### src/core/flash_host_pkg.sv
// Constants, command codes and carrier types for the parallel flash host controller.
// Assumes a single 10 MHz clock and a byte-wide flash on a strobe-driven parallel bus.
package flash_host_pkg;

  ////////////////////////////////////////////////////////////////////////////
  // Widths and timing
  localparam int          ADDR_W        = 19;
  localparam int          DATA_W        = 8;
  localparam int          CLK_HZ        = 10_000_000;
  localparam int          SECTOR_BYTES  = 256;
  localparam int          ERASE_SEC_MS  = 4;
  localparam int          ERASE_CHIP_MS = 20;
  localparam int          SECTOR_CYC    = CLK_HZ / 1000 * ERASE_SEC_MS;
  localparam int          CHIP_CYC      = CLK_HZ / 1000 * ERASE_CHIP_MS;
  localparam int          PHASE_CYC     = 2;
  localparam int          POLL_BIT      = 7;
  localparam int          ALT_BIT       = 6;
  localparam int          SEQ_LEN       = 7;

  ////////////////////////////////////////////////////////////////////////////
  // Command codes
  localparam logic [7:0]  CMD_SEC_SETUP  = 8'h20;
  localparam logic [7:0]  CMD_SEC_EXEC   = 8'hD0;
  localparam logic [7:0]  CMD_CHIP_SETUP = 8'h30;
  localparam logic [7:0]  CMD_CHIP_EXEC  = 8'h30;
  localparam logic [7:0]  CMD_PROG_SETUP = 8'h10;
  localparam logic [7:0]  CMD_RESET      = 8'hFF;

  // Seven-read address lists; only the last entry differs
  localparam logic [ADDR_W-1:0] SEQ_ADDR [SEQ_LEN] = '{
    19'h0_1823, 19'h0_1820, 19'h0_1822, 19'h0_0418,
    19'h0_041B, 19'h0_0419, 19'h0_041A};
  localparam logic [ADDR_W-1:0] LOCK_LAST = 19'h0_040A;

  ////////////////////////////////////////////////////////////////////////////
  // Host operations
  typedef enum logic [2:0] {
    OP_READ, OP_PROGRAM, OP_SEC_ERASE, OP_CHIP_ERASE, OP_UNLOCK, OP_LOCK, OP_ABORT
  } op_e;

  typedef struct packed {
    op_e               op;
    logic [ADDR_W-1:0] addr;
    logic [DATA_W-1:0] data;
  } req_s;

  // Flash pins as seen from the host; data is three-state
  typedef struct packed {
    logic              ce_n;
    logic              we_n;
    logic              oe_n;
    logic [ADDR_W-1:0] addr;
    logic [DATA_W-1:0] dq_o;
    logic              dq_oe;
  } pins_s;

endpackage

### src/core/bus_cycle.sv
// Single flash bus cycle engine: one write or one read on the parallel pins.
// Assumes the caller holds start for one cycle and waits for done.
`timescale 1ns/1ps
module bus_cycle
  import flash_host_pkg::*;
#(
  parameter int PHASE = PHASE_CYC
) (
  // Clock and reset
  input  wire logic                      mclk,
  input  wire logic                      sys_rst,
  // Cycle request
  input  wire logic                      start,
  input  wire logic                      is_write,
  input  wire logic [ADDR_W-1:0]         addr,
  input  wire logic [DATA_W-1:0]         wdata,
  output logic                           done,
  output logic      [DATA_W-1:0]         rdata,
  // Synchronised read data
  input  wire logic [DATA_W-1:0]         dq_sync,
  // Pins
  output flash_host_pkg::pins_s          pins
);
  import flash_host_pkg::*;

  // Refuse strobe lengths the 8-bit phase counter cannot hold
  if (PHASE < 1 || PHASE > 255) begin : g_bad_phase
    $error("PHASE must lie between 1 and 255");
  end

  typedef enum logic [1:0] {C_IDLE, C_SETUP, C_STROBE, C_HOLD} cyc_e;
  cyc_e                 st_r;
  logic [7:0]           cnt_r;
  logic                 wr_r;

  ////////////////////////////////////////////////////////////////////////////
  // Sequence: address and select first, then strobe, then release
  always_ff @(posedge mclk) begin
    if (sys_rst) begin
      st_r  <= C_IDLE;
      cnt_r <= '0;
      wr_r  <= 1'b0;
      done  <= 1'b0;
      rdata <= '0;
      pins  <= '{ce_n: 1'b1, we_n: 1'b1, oe_n: 1'b1, addr: '0, dq_o: '0, dq_oe: 1'b0};
    end else begin
      done <= 1'b0;
      unique case (st_r)
        C_IDLE: begin
          if (start) begin
            wr_r       <= is_write;
            pins.addr  <= addr;
            pins.dq_o  <= wdata;
            pins.dq_oe <= is_write;
            pins.ce_n  <= 1'b0;
            cnt_r      <= 8'(PHASE);
            st_r       <= C_SETUP;
          end
        end
        C_SETUP: begin
          // Strobe falls after select, so address is taken here
          pins.we_n <= ~wr_r;
          pins.oe_n <= wr_r;
          cnt_r     <= 8'(PHASE);
          st_r      <= C_STROBE;
        end
        C_STROBE: begin
          if (cnt_r > 8'h01) begin
            cnt_r <= cnt_r - 8'h01;
          end else begin
            // Strobe rises first with data still driven
            pins.we_n <= 1'b1;
            pins.oe_n <= 1'b1;
            st_r      <= C_HOLD;
          end
        end
        C_HOLD: begin
          // Synchroniser lags the pins by two edges, so read data is taken here
          if (!wr_r) rdata <= dq_sync;
          pins.ce_n  <= 1'b1;
          pins.dq_oe <= 1'b0;
          done       <= 1'b1;
          st_r       <= C_IDLE;
        end
      endcase
    end
  end

endmodule

### src/core/flash_host.sv
// Host controller that drives the parallel flash through its pins.
// Assumes the flash sits directly on the pins and requests come from logic on mclk.
`timescale 1ns/1ps
module flash_host
  import flash_host_pkg::*;
#(
  parameter int SEC_TIMEOUT  = SECTOR_CYC,
  parameter int CHIP_TIMEOUT = CHIP_CYC
) (
  // Clock and reset
  input  wire logic                      mclk,
  input  wire logic                      sys_rst,
  // Request
  input  wire logic                      req_valid,
  output logic                           req_ready,
  input  wire flash_host_pkg::req_s      req,
  // Answer
  output logic                           rsp_valid,
  output logic      [DATA_W-1:0]         rsp_data,
  output logic                           rsp_timeout,
  output logic                           write_lock_state,
  output logic                           busy,
  // Flash pins
  output flash_host_pkg::pins_s          pins,
  input  wire logic [DATA_W-1:0]         dq_i
);
  import flash_host_pkg::*;

  // Refuse poll limits too short to cover even one status read
  if (SEC_TIMEOUT < 4 || CHIP_TIMEOUT < 4) begin : g_bad_timeout
    $error("SEC_TIMEOUT and CHIP_TIMEOUT must be at least 4");
  end

  typedef enum logic [2:0] {
    S_IDLE, S_CMD1, S_CMD2, S_SEQ, S_POLL, S_DONE
  } st_e;

  st_e                  st_r;
  req_s                 cur_r;
  logic [2:0]           idx_r;
  logic [31:0]          tmo_r;
  logic [DATA_W-1:0]    dq_meta_r;
  logic [DATA_W-1:0]    dq_sync_r;
  logic [DATA_W-1:0]    prev_r;
  logic                 have_prev_r;
  logic                 cyc_start;
  logic                 cyc_wr;
  logic [ADDR_W-1:0]    cyc_addr;
  logic [DATA_W-1:0]    cyc_data;
  logic                 cyc_done;
  logic [DATA_W-1:0]    cyc_rdata;
  logic                 cyc_pend_r;

  ////////////////////////////////////////////////////////////////////////////
  // Two-flop synchroniser on read data from the pins
  always_ff @(posedge mclk) begin
    if (sys_rst) begin
      dq_meta_r <= '0;
      dq_sync_r <= '0;
    end else begin
      dq_meta_r <= dq_i;
      dq_sync_r <= dq_meta_r;
    end
  end

  bus_cycle #(
    .PHASE    (PHASE_CYC)
  ) u_cycle (
    .mclk     (mclk),
    .sys_rst  (sys_rst),
    .start    (cyc_start),
    .is_write (cyc_wr),
    .addr     (cyc_addr),
    .wdata    (cyc_data),
    .done     (cyc_done),
    .rdata    (cyc_rdata),
    .dq_sync  (dq_sync_r),
    .pins     (pins)
  );

  ////////////////////////////////////////////////////////////////////////////
  // One bus cycle in flight at a time; start waits for the previous done
  always_ff @(posedge mclk) begin
    if (sys_rst) begin
      cyc_pend_r <= 1'b0;
    end else if (cyc_done) begin
      cyc_pend_r <= 1'b0;
    end else if (cyc_start) begin
      cyc_pend_r <= 1'b1;
    end
  end

  ////////////////////////////////////////////////////////////////////////////
  // Pick the bus cycle each state needs
  always_comb begin
    // One start pulse per bus cycle; held off while one is in flight
    cyc_start = (st_r inside {S_CMD1, S_CMD2, S_SEQ, S_POLL}) && !cyc_pend_r;
    cyc_wr    = 1'b1;
    cyc_addr  = cur_r.addr;
    cyc_data  = cur_r.data;
    unique case (st_r)
      S_CMD1: begin
        unique case (cur_r.op)
          OP_PROGRAM:    cyc_data = CMD_PROG_SETUP;
          OP_SEC_ERASE:  cyc_data = CMD_SEC_SETUP;
          OP_CHIP_ERASE: cyc_data = CMD_CHIP_SETUP;
          default:       cyc_data = CMD_RESET;
        endcase
      end
      S_CMD2: begin
        unique case (cur_r.op)
          OP_SEC_ERASE:  cyc_data = CMD_SEC_EXEC;
          OP_CHIP_ERASE: cyc_data = CMD_CHIP_EXEC;
          default:       cyc_data = cur_r.data;
        endcase
      end
      S_SEQ: begin
        cyc_wr   = 1'b0;
        cyc_addr = (idx_r == 3'(SEQ_LEN - 1) && cur_r.op == OP_LOCK)
                   ? LOCK_LAST : SEQ_ADDR[idx_r];
      end
      S_POLL: cyc_wr = 1'b0;
      default: cyc_start = 1'b0;
    endcase
  end

  // Handshake and status outputs
  assign req_ready = (st_r == S_IDLE);
  assign busy      = (st_r != S_IDLE);

  ////////////////////////////////////////////////////////////////////////////
  // Operation sequencer
  always_ff @(posedge mclk) begin
    if (sys_rst) begin
      st_r             <= S_IDLE;
      cur_r            <= '{op: OP_READ, addr: '0, data: '0};
      idx_r            <= '0;
      tmo_r            <= '0;
      prev_r           <= '0;
      have_prev_r      <= 1'b0;
      rsp_valid        <= 1'b0;
      rsp_data         <= '0;
      rsp_timeout      <= 1'b0;
      write_lock_state <= 1'b1;
    end else begin
      rsp_valid <= 1'b0;
      unique case (st_r)
        S_IDLE: begin
          if (req_valid) begin
            cur_r       <= req;
            idx_r       <= '0;
            rsp_timeout <= 1'b0;
            have_prev_r <= 1'b0;
            // Reads and lock sequences never need the part unlocked
            unique case (req.op)
              OP_READ:            st_r <= S_POLL;
              OP_UNLOCK, OP_LOCK: st_r <= S_SEQ;
              OP_ABORT:           st_r <= S_CMD1;
              default: begin
                // Locked part ignores writes; refuse here instead
                if (write_lock_state) begin
                  rsp_timeout <= 1'b1;
                  st_r        <= S_DONE;
                end else begin
                  st_r <= S_CMD1;
                end
              end
            endcase
          end
        end
        S_CMD1: if (cyc_done) begin
          // Abort stays unlocked or locked as it was
          st_r <= (cur_r.op == OP_ABORT) ? S_DONE : S_CMD2;
        end
        S_CMD2: if (cyc_done) begin
          // Sector address lies in upper bits; low byte ignored
          if (cur_r.op == OP_SEC_ERASE) begin
            tmo_r <= 32'(SEC_TIMEOUT);
          end else begin
            tmo_r <= 32'(CHIP_TIMEOUT);
          end
          st_r <= S_POLL;
        end
        S_SEQ: if (cyc_done) begin
          // Seventh read sets the host's copy of the lock state
          if (idx_r == 3'(SEQ_LEN - 1)) begin
            write_lock_state <= (cur_r.op == OP_LOCK);
            st_r             <= S_DONE;
          end else begin
            idx_r <= idx_r + 3'h1;
          end
        end
        S_POLL: begin
          // Poll limit counts down on every cycle of the loop
          if (tmo_r > 32'h0) tmo_r <= tmo_r - 32'h1;
          if (cyc_done) begin
            prev_r      <= cyc_rdata;
            have_prev_r <= 1'b1;
            if (cur_r.op == OP_READ) begin
              rsp_data <= cyc_rdata;
              st_r     <= S_DONE;
            end else if (have_prev_r
                         && prev_r[ALT_BIT] == cyc_rdata[ALT_BIT]
                         && (cur_r.op != OP_PROGRAM
                             || cyc_rdata[POLL_BIT] == cur_r.data[POLL_BIT])) begin
              rsp_data <= cyc_rdata;
              st_r     <= S_DONE;
            end else if (tmo_r == 32'h0) begin
              rsp_timeout <= 1'b1;
              st_r        <= S_DONE;
            end
          end
        end
        S_DONE: begin
          rsp_valid <= 1'b1;
          st_r      <= S_IDLE;
        end
        default: st_r <= S_IDLE;
      endcase
    end
  end

endmodule

### config.mk
export PLATFORM = sky130hd
export DESIGN_NAME = flash_host
export DESIGN_NICKNAME = d
export VERILOG_FILES = /design/src/core/flash_host_pkg.sv /design/src/core/bus_cycle.sv /design/src/core/flash_host.sv
export SDC_FILE = /design/constraint.sdc
export NUM_CORES = 1
export LEC_CHECK = 0
export CORE_ASPECT_RATIO = 0.8
export CORE_MARGIN = 2
export CORE_UTILIZATION = 25
export DETAILED_ROUTE_END_ITERATION = 7
export DONT_BUFFER_PORTS = 1
export SYNTH_ARGS = -nofsm -noshare
export SYNTH_HDL_FRONTEND = slang
export SYNTH_HIERARCHICAL = 1
export SYNTH_SLANG_ARGS = --single-unit
export TNS_END_PERCENT = 10
### constraint.sdc
create_clock -name mclk -period 5.65 [get_ports mclk]
set_input_delay 0.8475 -clock mclk [delete_from_list [all_inputs] [get_ports mclk]]
set_output_delay 0.8475 -clock mclk [all_outputs]
set_load 0.02 [all_outputs]
==> Word level (Yosys, flattened, before mapping) <==
Memories as Yosys holds them, arrays and structs flattened.
Cells that the tools add are included.
{ "op_classes": {"add_sub_neg": 3, "mul": 0, "div_mod_pow": 0, "order_cmp": 3, "eq_ne": 35, "shifts": 0, "mux": 56, "n_bitwise": 2, "reduce_logical": 40} }
{ "op_table": {"columns": ["cell", "count"], "rows": [
  ["2-to-1 mux 19 bit", 4],
  ["2-to-1 mux 32 bit", 2],
  ["one-hot mux 32 bit (2 select lines)", 1],
  ["one-hot mux 8 bit (3 select lines)", 2],
  ["2-to-1 mux 3 bit", 14],
  ["greater-than comparator 32 x 1 -> 1 bit (second input constant)", 1],
  ["zero test 32 bit", 1],
  ["2-to-1 mux 8 bit", 4],
  ["one-hot mux 8 bit (2 select lines)", 2],
  ["subtractor 32 x 1 -> 32 bit (second input constant)", 1],
  ["== test 3 bit (second input constant)", 8],
  ["2-to-1 mux 18 bit", 1],
  ["!= test 2 x 1 -> 1 bit (second input constant)", 8],
  ["2-to-1 mux 1 bit", 15],
  ["one-hot mux 3 bit (5 select lines)", 1],
  ["AND reduction 3 bit", 5],
  ["AND reduction 2 bit", 7],
  ["== test 3 x 2 -> 1 bit (second input constant)", 4],
  ["!= test 2 bit (second input constant)", 6],
  ["nonzero test 2 bit", 6],
  ["zero test 3 bit", 3],
  ["one-hot mux 3 bit (3 select lines)", 1],
  ["greater-than comparator 8 x 1 -> 1 bit (second input constant)", 1],
  ["one-hot mux 1 bit (2 select lines)", 4],
  ["26 further kinds", 37]
]} }
{ "word_totals": {"ff_bits": 155, "latchBits": 0, "mem_bits_rw": 0, "romBits": 152, "out_inout_bits": 44, "n_memories": 1} }
{ "memory_table": {"columns": ["memory", "words", "width", "rd", "rd_clocked_by_memory_dff", "write_ports", "line", "source"], "rows": [
  ["(no name shown)", 8, 19, 1, 0, 0, "flash_host.sv:120", "? LOCK_LAST : SEQ_ADDR[idx_r];"]
]} }

==> Logic depth before layout (Yosys ltp) <==
Gate-level depths: netlist (run 1).
{ "depth": {"word_depth": 7, "ltp_mapped": 10} }

==> Modules after synthesis <==
The synthesis (run 1) kept the hierarchy.
{ "modules_own_cells": {"columns": ["mod", "instances", "cells_each", "area_each_um2", "seq_area_each_um2"], "rows": [
  ["flash_host", 1, 581, 4673.2, 1961.9],
  ["bus_cycle", 1, 243, 2038.2, 1021.0]
]} }

==> Least setup slack after synthesis (run 1) <==
OpenSTA, ideal clock, no wires.
{ "synth_timing": {"path_kind": "register to register", "start": "register tmo_r[26]", "end": "register st_r[1] (netlist name)", "t_arrival_ns": 2.590, "required_time_ns": 5.527, "setup_slack_ns": 2.936, "path_stages_with_launch": 7, "path_buffers": 1, "path_cell_list": "dfxtp_1 or4_1 or4_1 buf_2 or4_4 a311oi_2 mux2_1"} }
{ "synth_rtl": {"columns": ["item", "line", "source"], "rows": [
  ["from (decl)", "flash_host.sv:41", "logic [31:0] tmo_r;"],
  ["from (signal assigned)", "flash_host.sv:178", "tmo_r <= 32'(SEC_TIMEOUT);"],
  ["from (signal assigned)", "flash_host.sv:180", "tmo_r <= 32'(CHIP_TIMEOUT);"],
  ["from (signal assigned)", "flash_host.sv:195", "if (tmo_r > 32'h0) tmo_r <= tmo_r - 32'h1;"]
]} }

==> results of run 1 <==
[stage by stage]
stage	setup slack, ns	util (%)	total power (W)	hold WS [ns]	instances
2_1_floorplan	2.94	-	0.00365	0.414	824
6_report	2.71	28.7	0.00482	0.433	1168
4_1_cts	2.71	28.7	0.00485	0.436	1168
3_3_place_gp	2.77	26.6	0.00394	0.417	1136
3_5_place_dp	2.70	26.6	0.00377	0.422	1136
5_1_grt	2.45	28.7	0.00520	0.462	1168
[worst max-delay path by stage]
stage | start | endpoint
floorplan | tmo_r[26] | st_r[1]
global placement | tmo_r[26] | st_r[1]
detailed placement | tmo_r[26] | st_r[1]
CTS | tmo_r[26] | st_r[1]
global route | tmo_r[26] | tmo_r[17]
finish | tmo_r[26] | st_r[1]
[flip-flops by register name, summed over array words and instances, names as in the netlist, 2 cells and up]
name	flops
u_cycle/pins	31
idx_r	3
dq_sync_r	8
st_r	3
rsp_data	8
cur_r	30
u_cycle/st_r	2
dq_meta_r	8
tmo_r	32
u_cycle/cnt_r	8
u_cycle/rdata	8
[power by group through the flow]
stage                     registers, W  logic, W  clock network (W)
after floorplan                0.00149   0.00216                  0
after global placement         0.00155   0.00239                  0
after detailed placement       0.00154   0.00223                  0
after CTS                      0.00152   0.00224            0.00109
after global routing           0.00154   0.00253            0.00113
final                          0.00152   0.00224            0.00105
[routing by layer]
metal / up-vias / part of all wire [%] / GRT usage [%]
met5: - / 0 / 0
met4: 0 / 1.2 / 4.25
met3: 16 / 10 / 5.55
met2: 178 / 40 / 17.0
met1: 2701 / 48 / 17.0
li1: 2825 / - / -
[cell type report]
| class | instances | area share [%] |
|---|---|---|
| clock inverters | 12 | 1.43 |
| clock buffers | 20 | 5.78 |
| well taps | 357 | 5.92 |
| flip-flops and latches | 149 | 39.5 |
| repair buffers | 3 | 0.298 |
| inverters | 25 | 1.24 |
| multi-input cells | 602 | 45.8 |
[worst max-delay path, delay by kind of cell (launching register included)]
kind / cells / cell delay (ns)
mux: 1 / 0.34
flops: 1 / 0.34
simple gates: 3 / 1.84
compound gates: 1 / 0.31
[synthesized netlist by cell type (all sizes together) (16+ instances only)]
master	number
dfxtp	149
nor2	60
clkbuf	43
o21ai	21
a21oi	102
and2	16
or4	20
or3	26
inv	24
nor2b	16
nand2	165
mux2i	30
[cell families (layout without fill, tap and decap cells)]
group	count (synthesis)	count (layout)	share of synthesized area, %
AOI/OAI and AO/OA	184	184	16.5
xor gates and xnor gates	4	4	0.522
adders and majority gates	13	13	2.39
buffers and inverters	73	60	4.25
DFF	149	149	44.4
muxes	33	33	4.98
and+or+nand+nor	368	368	26.9
==> flow_summary.toml, run 1 <==
[worst_setup_path]
cp_data_required_time_ns = 5.97
r2r_setup_slack_ns = 2.71
cp_common_cell = "or4_1"
crit_fanout = 13
start_kind = "flop"
path_cells = "or4_1 -> or4_1 -> or4_4 -> a311oi_2 -> mux2_1"
worstSetupPathType = "flop to flop"
cp-end-kind = "flop"
arrival_ns = 3.26
critPathMaxStageDelay_ns = 0.67
r2r_cells = 5
crit_slowest_cell = "or4_4"
rr_startpoint = "tmo_r[26]"
r2r_end = "st_r[1]"

[timing]
slew_headroom_pct = 17.5
worst_slew_pin_slew_ns = 1.24
slew_violations = 0
hold_violations = 0
fmax_mhz = 340
setup_viol = 0
timing.setup.tns_ns = 0
min_period_ns = 2.94
period_share_pct = 52.1
grt_setup_unrepaired = "false"
skew_ns = 0.0202

[yosys]
yosys.cell_types.count = 67
ys_seq_area_share_pct = 44.4
synthesis.instances = 824
ys_seq_elements = 149
yosys.area.top_type = "dfxtp_1"
synth_area_um2 = 6710
synth_nets = 877
ys_async_sr_fraction_pct = 0
ys.flop_type = "dfxtp_1"
synth-edff-count = 0
synth_top_area_share_pct = 44.4
synth.avg_cell_area_um2 = 8.14
yosys-top-cells-area = "dfxtp_1 (44%), nand2_1 (9.2%), a21oi_1 (7.6%)"
ys_warn_count = 6

[hold_path]
holdCritPathClass = "flop to flop"
hp-start = "dq_meta_r[5]"
worstHoldPathCells = 1
worstHoldEndpoint = "dq_sync_r[5]"

[floorplan]
fp-row-count = 53
ios = 85
die_y_um = 151
die_w_um = 187
die_area_um2 = 28200
core_region_area_um2 = 26300
initial_core_util_pct = 25.5

[finish]
final_cell_mix = "nand2_1 (165), dfxtp_1 (149), a21oi_1 (102)"
diodes = 0
fillers = 2807
areaGrowthSynthToFinish_pct = 12.5
final_nets = 851
multiInputGateArea_um2 = 3460
final_common_cell = "nand2_1"
finalInstanceArea_um2 = 7550
drive_above_1_share_pct = 6.17
regArea_um2 = 2980

[power]
clkPwrFrac_pct = 21.9
ir_worst_vdd_mv = 0.385
sequentialPowerShare_pct = 31.5
p_switching_w = 0.00221
leakage_nw = 2.70
p_int_w = 0.00261
p_sw_share_pct = 45.8
pwr_density_cell_nw_per_um2 = 638
pwr-share-comb_pct = 46.6

[place]
gp_congestion = 0.831
dp_hpwl_mm = 11.9
port_buffers = 0
postPlaceCellArea_um2 = 7000

[clocking]
clock_latency_ns = 0.43
cts_sinks = 149
clock-root-buffer = "clkbuf_16"
clock_path_buffers = 2
tritoncts = "done"
h-tree-depth = 4
postCtsSetupRepairBufs = 0
cts_made_buffers = 17
path_clk_slew_ns = 0.06
cts_hold_buf = 0
cts-resized-gates = 0

[global_route]
antenna_found_initial = 0
grt_pass1_wl_mm = 27.5
grt_usage_pct = 12.4
grt_max_degree = 128
grt_pass1_vias = 5063
grt_overflow = 0

[status]
outcome = "finished, final reports clean"

[drt]
vias = 5720
drc = 0
wl_mm = 17.6
wl_per_cell_um = 15.1
first_pass_iters = 8
drt_iter0_markers = 436
antenna_violating_nets_post_route = 0
via_per_inst = 4.90

[flow_run]
cap_violations = 0
Power figures use the tool's default switching activity.
==> run 2: changes to the inputs <==
Clock period 5.65 ns to 2.8 ns, I/O delays scaled along.
==> flow_summary.toml, run 2 (synthesized netlist as in run 1, its figures left out) <==
[clocking]
clock-root-buffer = "clkbuf_16"
clock_latency_ns = 0.43
cts_sinks = 149
path_clk_slew_ns = 0.06
cts_hold_buf = 0
h-tree-depth = 4
cts_made_buffers = 17
postCtsSetupRepairBufs = 0
clock_path_buffers = 2
tritoncts = "done"

[power]
ir_worst_vdd_mv = 1.28
pwr_density_cell_nw_per_um2 = 1510
leakage_nw = 2.90

[global_route]
grt_pass1_vias = 5346
antenna_found_initial = 1
grt_overflow = 0
grt_usage_pct = 12.8
grt_max_degree = 128
grt_pass1_wl_mm = 28.5

[place]
dp_hpwl_mm = 12.3
postPlaceCellArea_um2 = 7250
port_buffers = 0
gp_congestion = 0.892

[status]
outcome = "finished, final reports clean"

[drt]
vias = 5735
wl_per_cell_um = 14.9
wl_mm = 17.8
first_pass_iters = 5
drc = 0
via_per_inst = 4.79
drt_iter0_markers = 452
antenna_violating_nets_post_route = 0

[timing]
skew_ns = 0.00942
holdWs_ns = 0.119
min_period_ns = 2.72
slew_violations = 0
period_share_pct = 97.2
setup_viol = 0
slew_headroom_pct = 45.6
grt_setup_unrepaired = "false"
timing.setup.tns_ns = 0
hold_violations = 0
fmax_mhz = 368
worst_slew_pin_slew_ns = 0.812

[floorplan]
ios = 85
fp-row-count = 53
initial_core_util_pct = 25.5
core_region_area_um2 = 26300
die_w_um = 187
die_y_um = 151
die_area_um2 = 28200

[worst_setup_path]
cp.depth = 5
cp_num_buf_inv = 0
cp_data_required_time_ns = 3.12
crit_fanout = 6
critPathMaxStageDelay_ns = 0.59
start_kind = "flop"
worstSetupPathType = "flop to flop"
cp_common_cell = "or4_1"
r2r_cells = 5
r2r_setup_slack_ns = 0.08
cp_top_family = "simple AND/OR/NAND/NOR gates"
crit_slowest_cell = "or4_1"
path_cells = "or4_1 -> or4_1 -> or4_4 -> a311oi_2 -> mux2_1"
cp-end-kind = "flop"
arrival_ns = 3.04

[finish]
top_register = "tmo_r"
final_nets = 881
drive_above_1_share_pct = 9.64
fillers = 2815
largest_reg_flops = 32
diodes = 0
regArea_um2 = 2980
postLayoutCoreUtil_pct = 29.9
multiInputGateArea_um2 = 3450
finalInstanceArea_um2 = 7870
final_common_cell = "nand2_1"
reg_top3 = "tmo_r (32), u_cycle/pins (31), cur_r (30)"
final_cell_mix = "nand2_1 (165), dfxtp_1 (149), a21oi_1 (101)"
areaGrowthSynthToFinish_pct = 17.3

[hold_path]
holdCritPathClass = "primary input to flop"
worstHoldPathCells = 1

[flow_run]
cap_violations = 0
run 2: changes by cell type in the layout (fill, tap and decap cells not counted), moves of 2 or more:
cell        before  now
buf_12           0    2
clkinvlp_4       6    3
bufinv_16        1    4
clkinv_2         3    1
buf_4            3   31
run 2: final timing paths:
kind / start / end
hold reg to reg: dq_meta_r[5] / dq_sync_r[5]
setup reg to reg: tmo_r[26] / st_r[1]
hold / removal: dq_i[1] / dq_meta_r[1]
setup / recovery: tmo_r[26] / st_r[1]
run 2: cell type report:
type / count / area share, %
sequential: 149 / 37.9
tap: 357 / 5.67
multi-input combinational: 602 / 43.9
timing repair buffer: 33 / 3.47
inverter: 25 / 1.19
clock buffer: 20 / 5.67
clock inverter: 11 / 2.21
run 2: power by group:
part	total (W)	internal, W	switching [W]
Clock	0.00245	0.00152	0.000931
Sequential	0.00314	0.00260	0.000541
Combinational	0.00627	0.00246	0.00382
Total	0.0119	0.00657	0.00529
run 2: layer usage:
layer / GRT usage, % / up-vias / routed length, um
li1: - / 2897 / -
met1: 18.0 / 2687 / 8980
met2: 17.5 / 139 / 7290
met3: 4.57 / 12 / 1330
met4: 4.96 / 0 / 229
met5: 0 / - / 0
run 2: worst reg2reg max path: cells and delay by family, from the launching register on:
| family | cells | cell delay, ns |
|---|---|---|
| mux | 1 | 0.34 |
| simple gates | 3 | 1.64 |
| compound gates | 1 | 0.28 |
| flops | 1 | 0.34 |
run 2: stage by stage:
stage	total power (W)	setup WS, ns	std cells
floorplan	0.00736	0.0862	824
global placement	0.00924	0.0936	1166
detailed placement	0.00935	0.0559	1166
CTS	0.0119	0.0521	1197
global route	0.0127	0.00128	1197
finish	0.0119	0.0794	1197
run 2: timing repair:
action                                  in CTS  in global routing
gates resized for setup                      0                  2
endpoints found under the hold margin        0                  0
endpoints found under the setup margin       0                  5
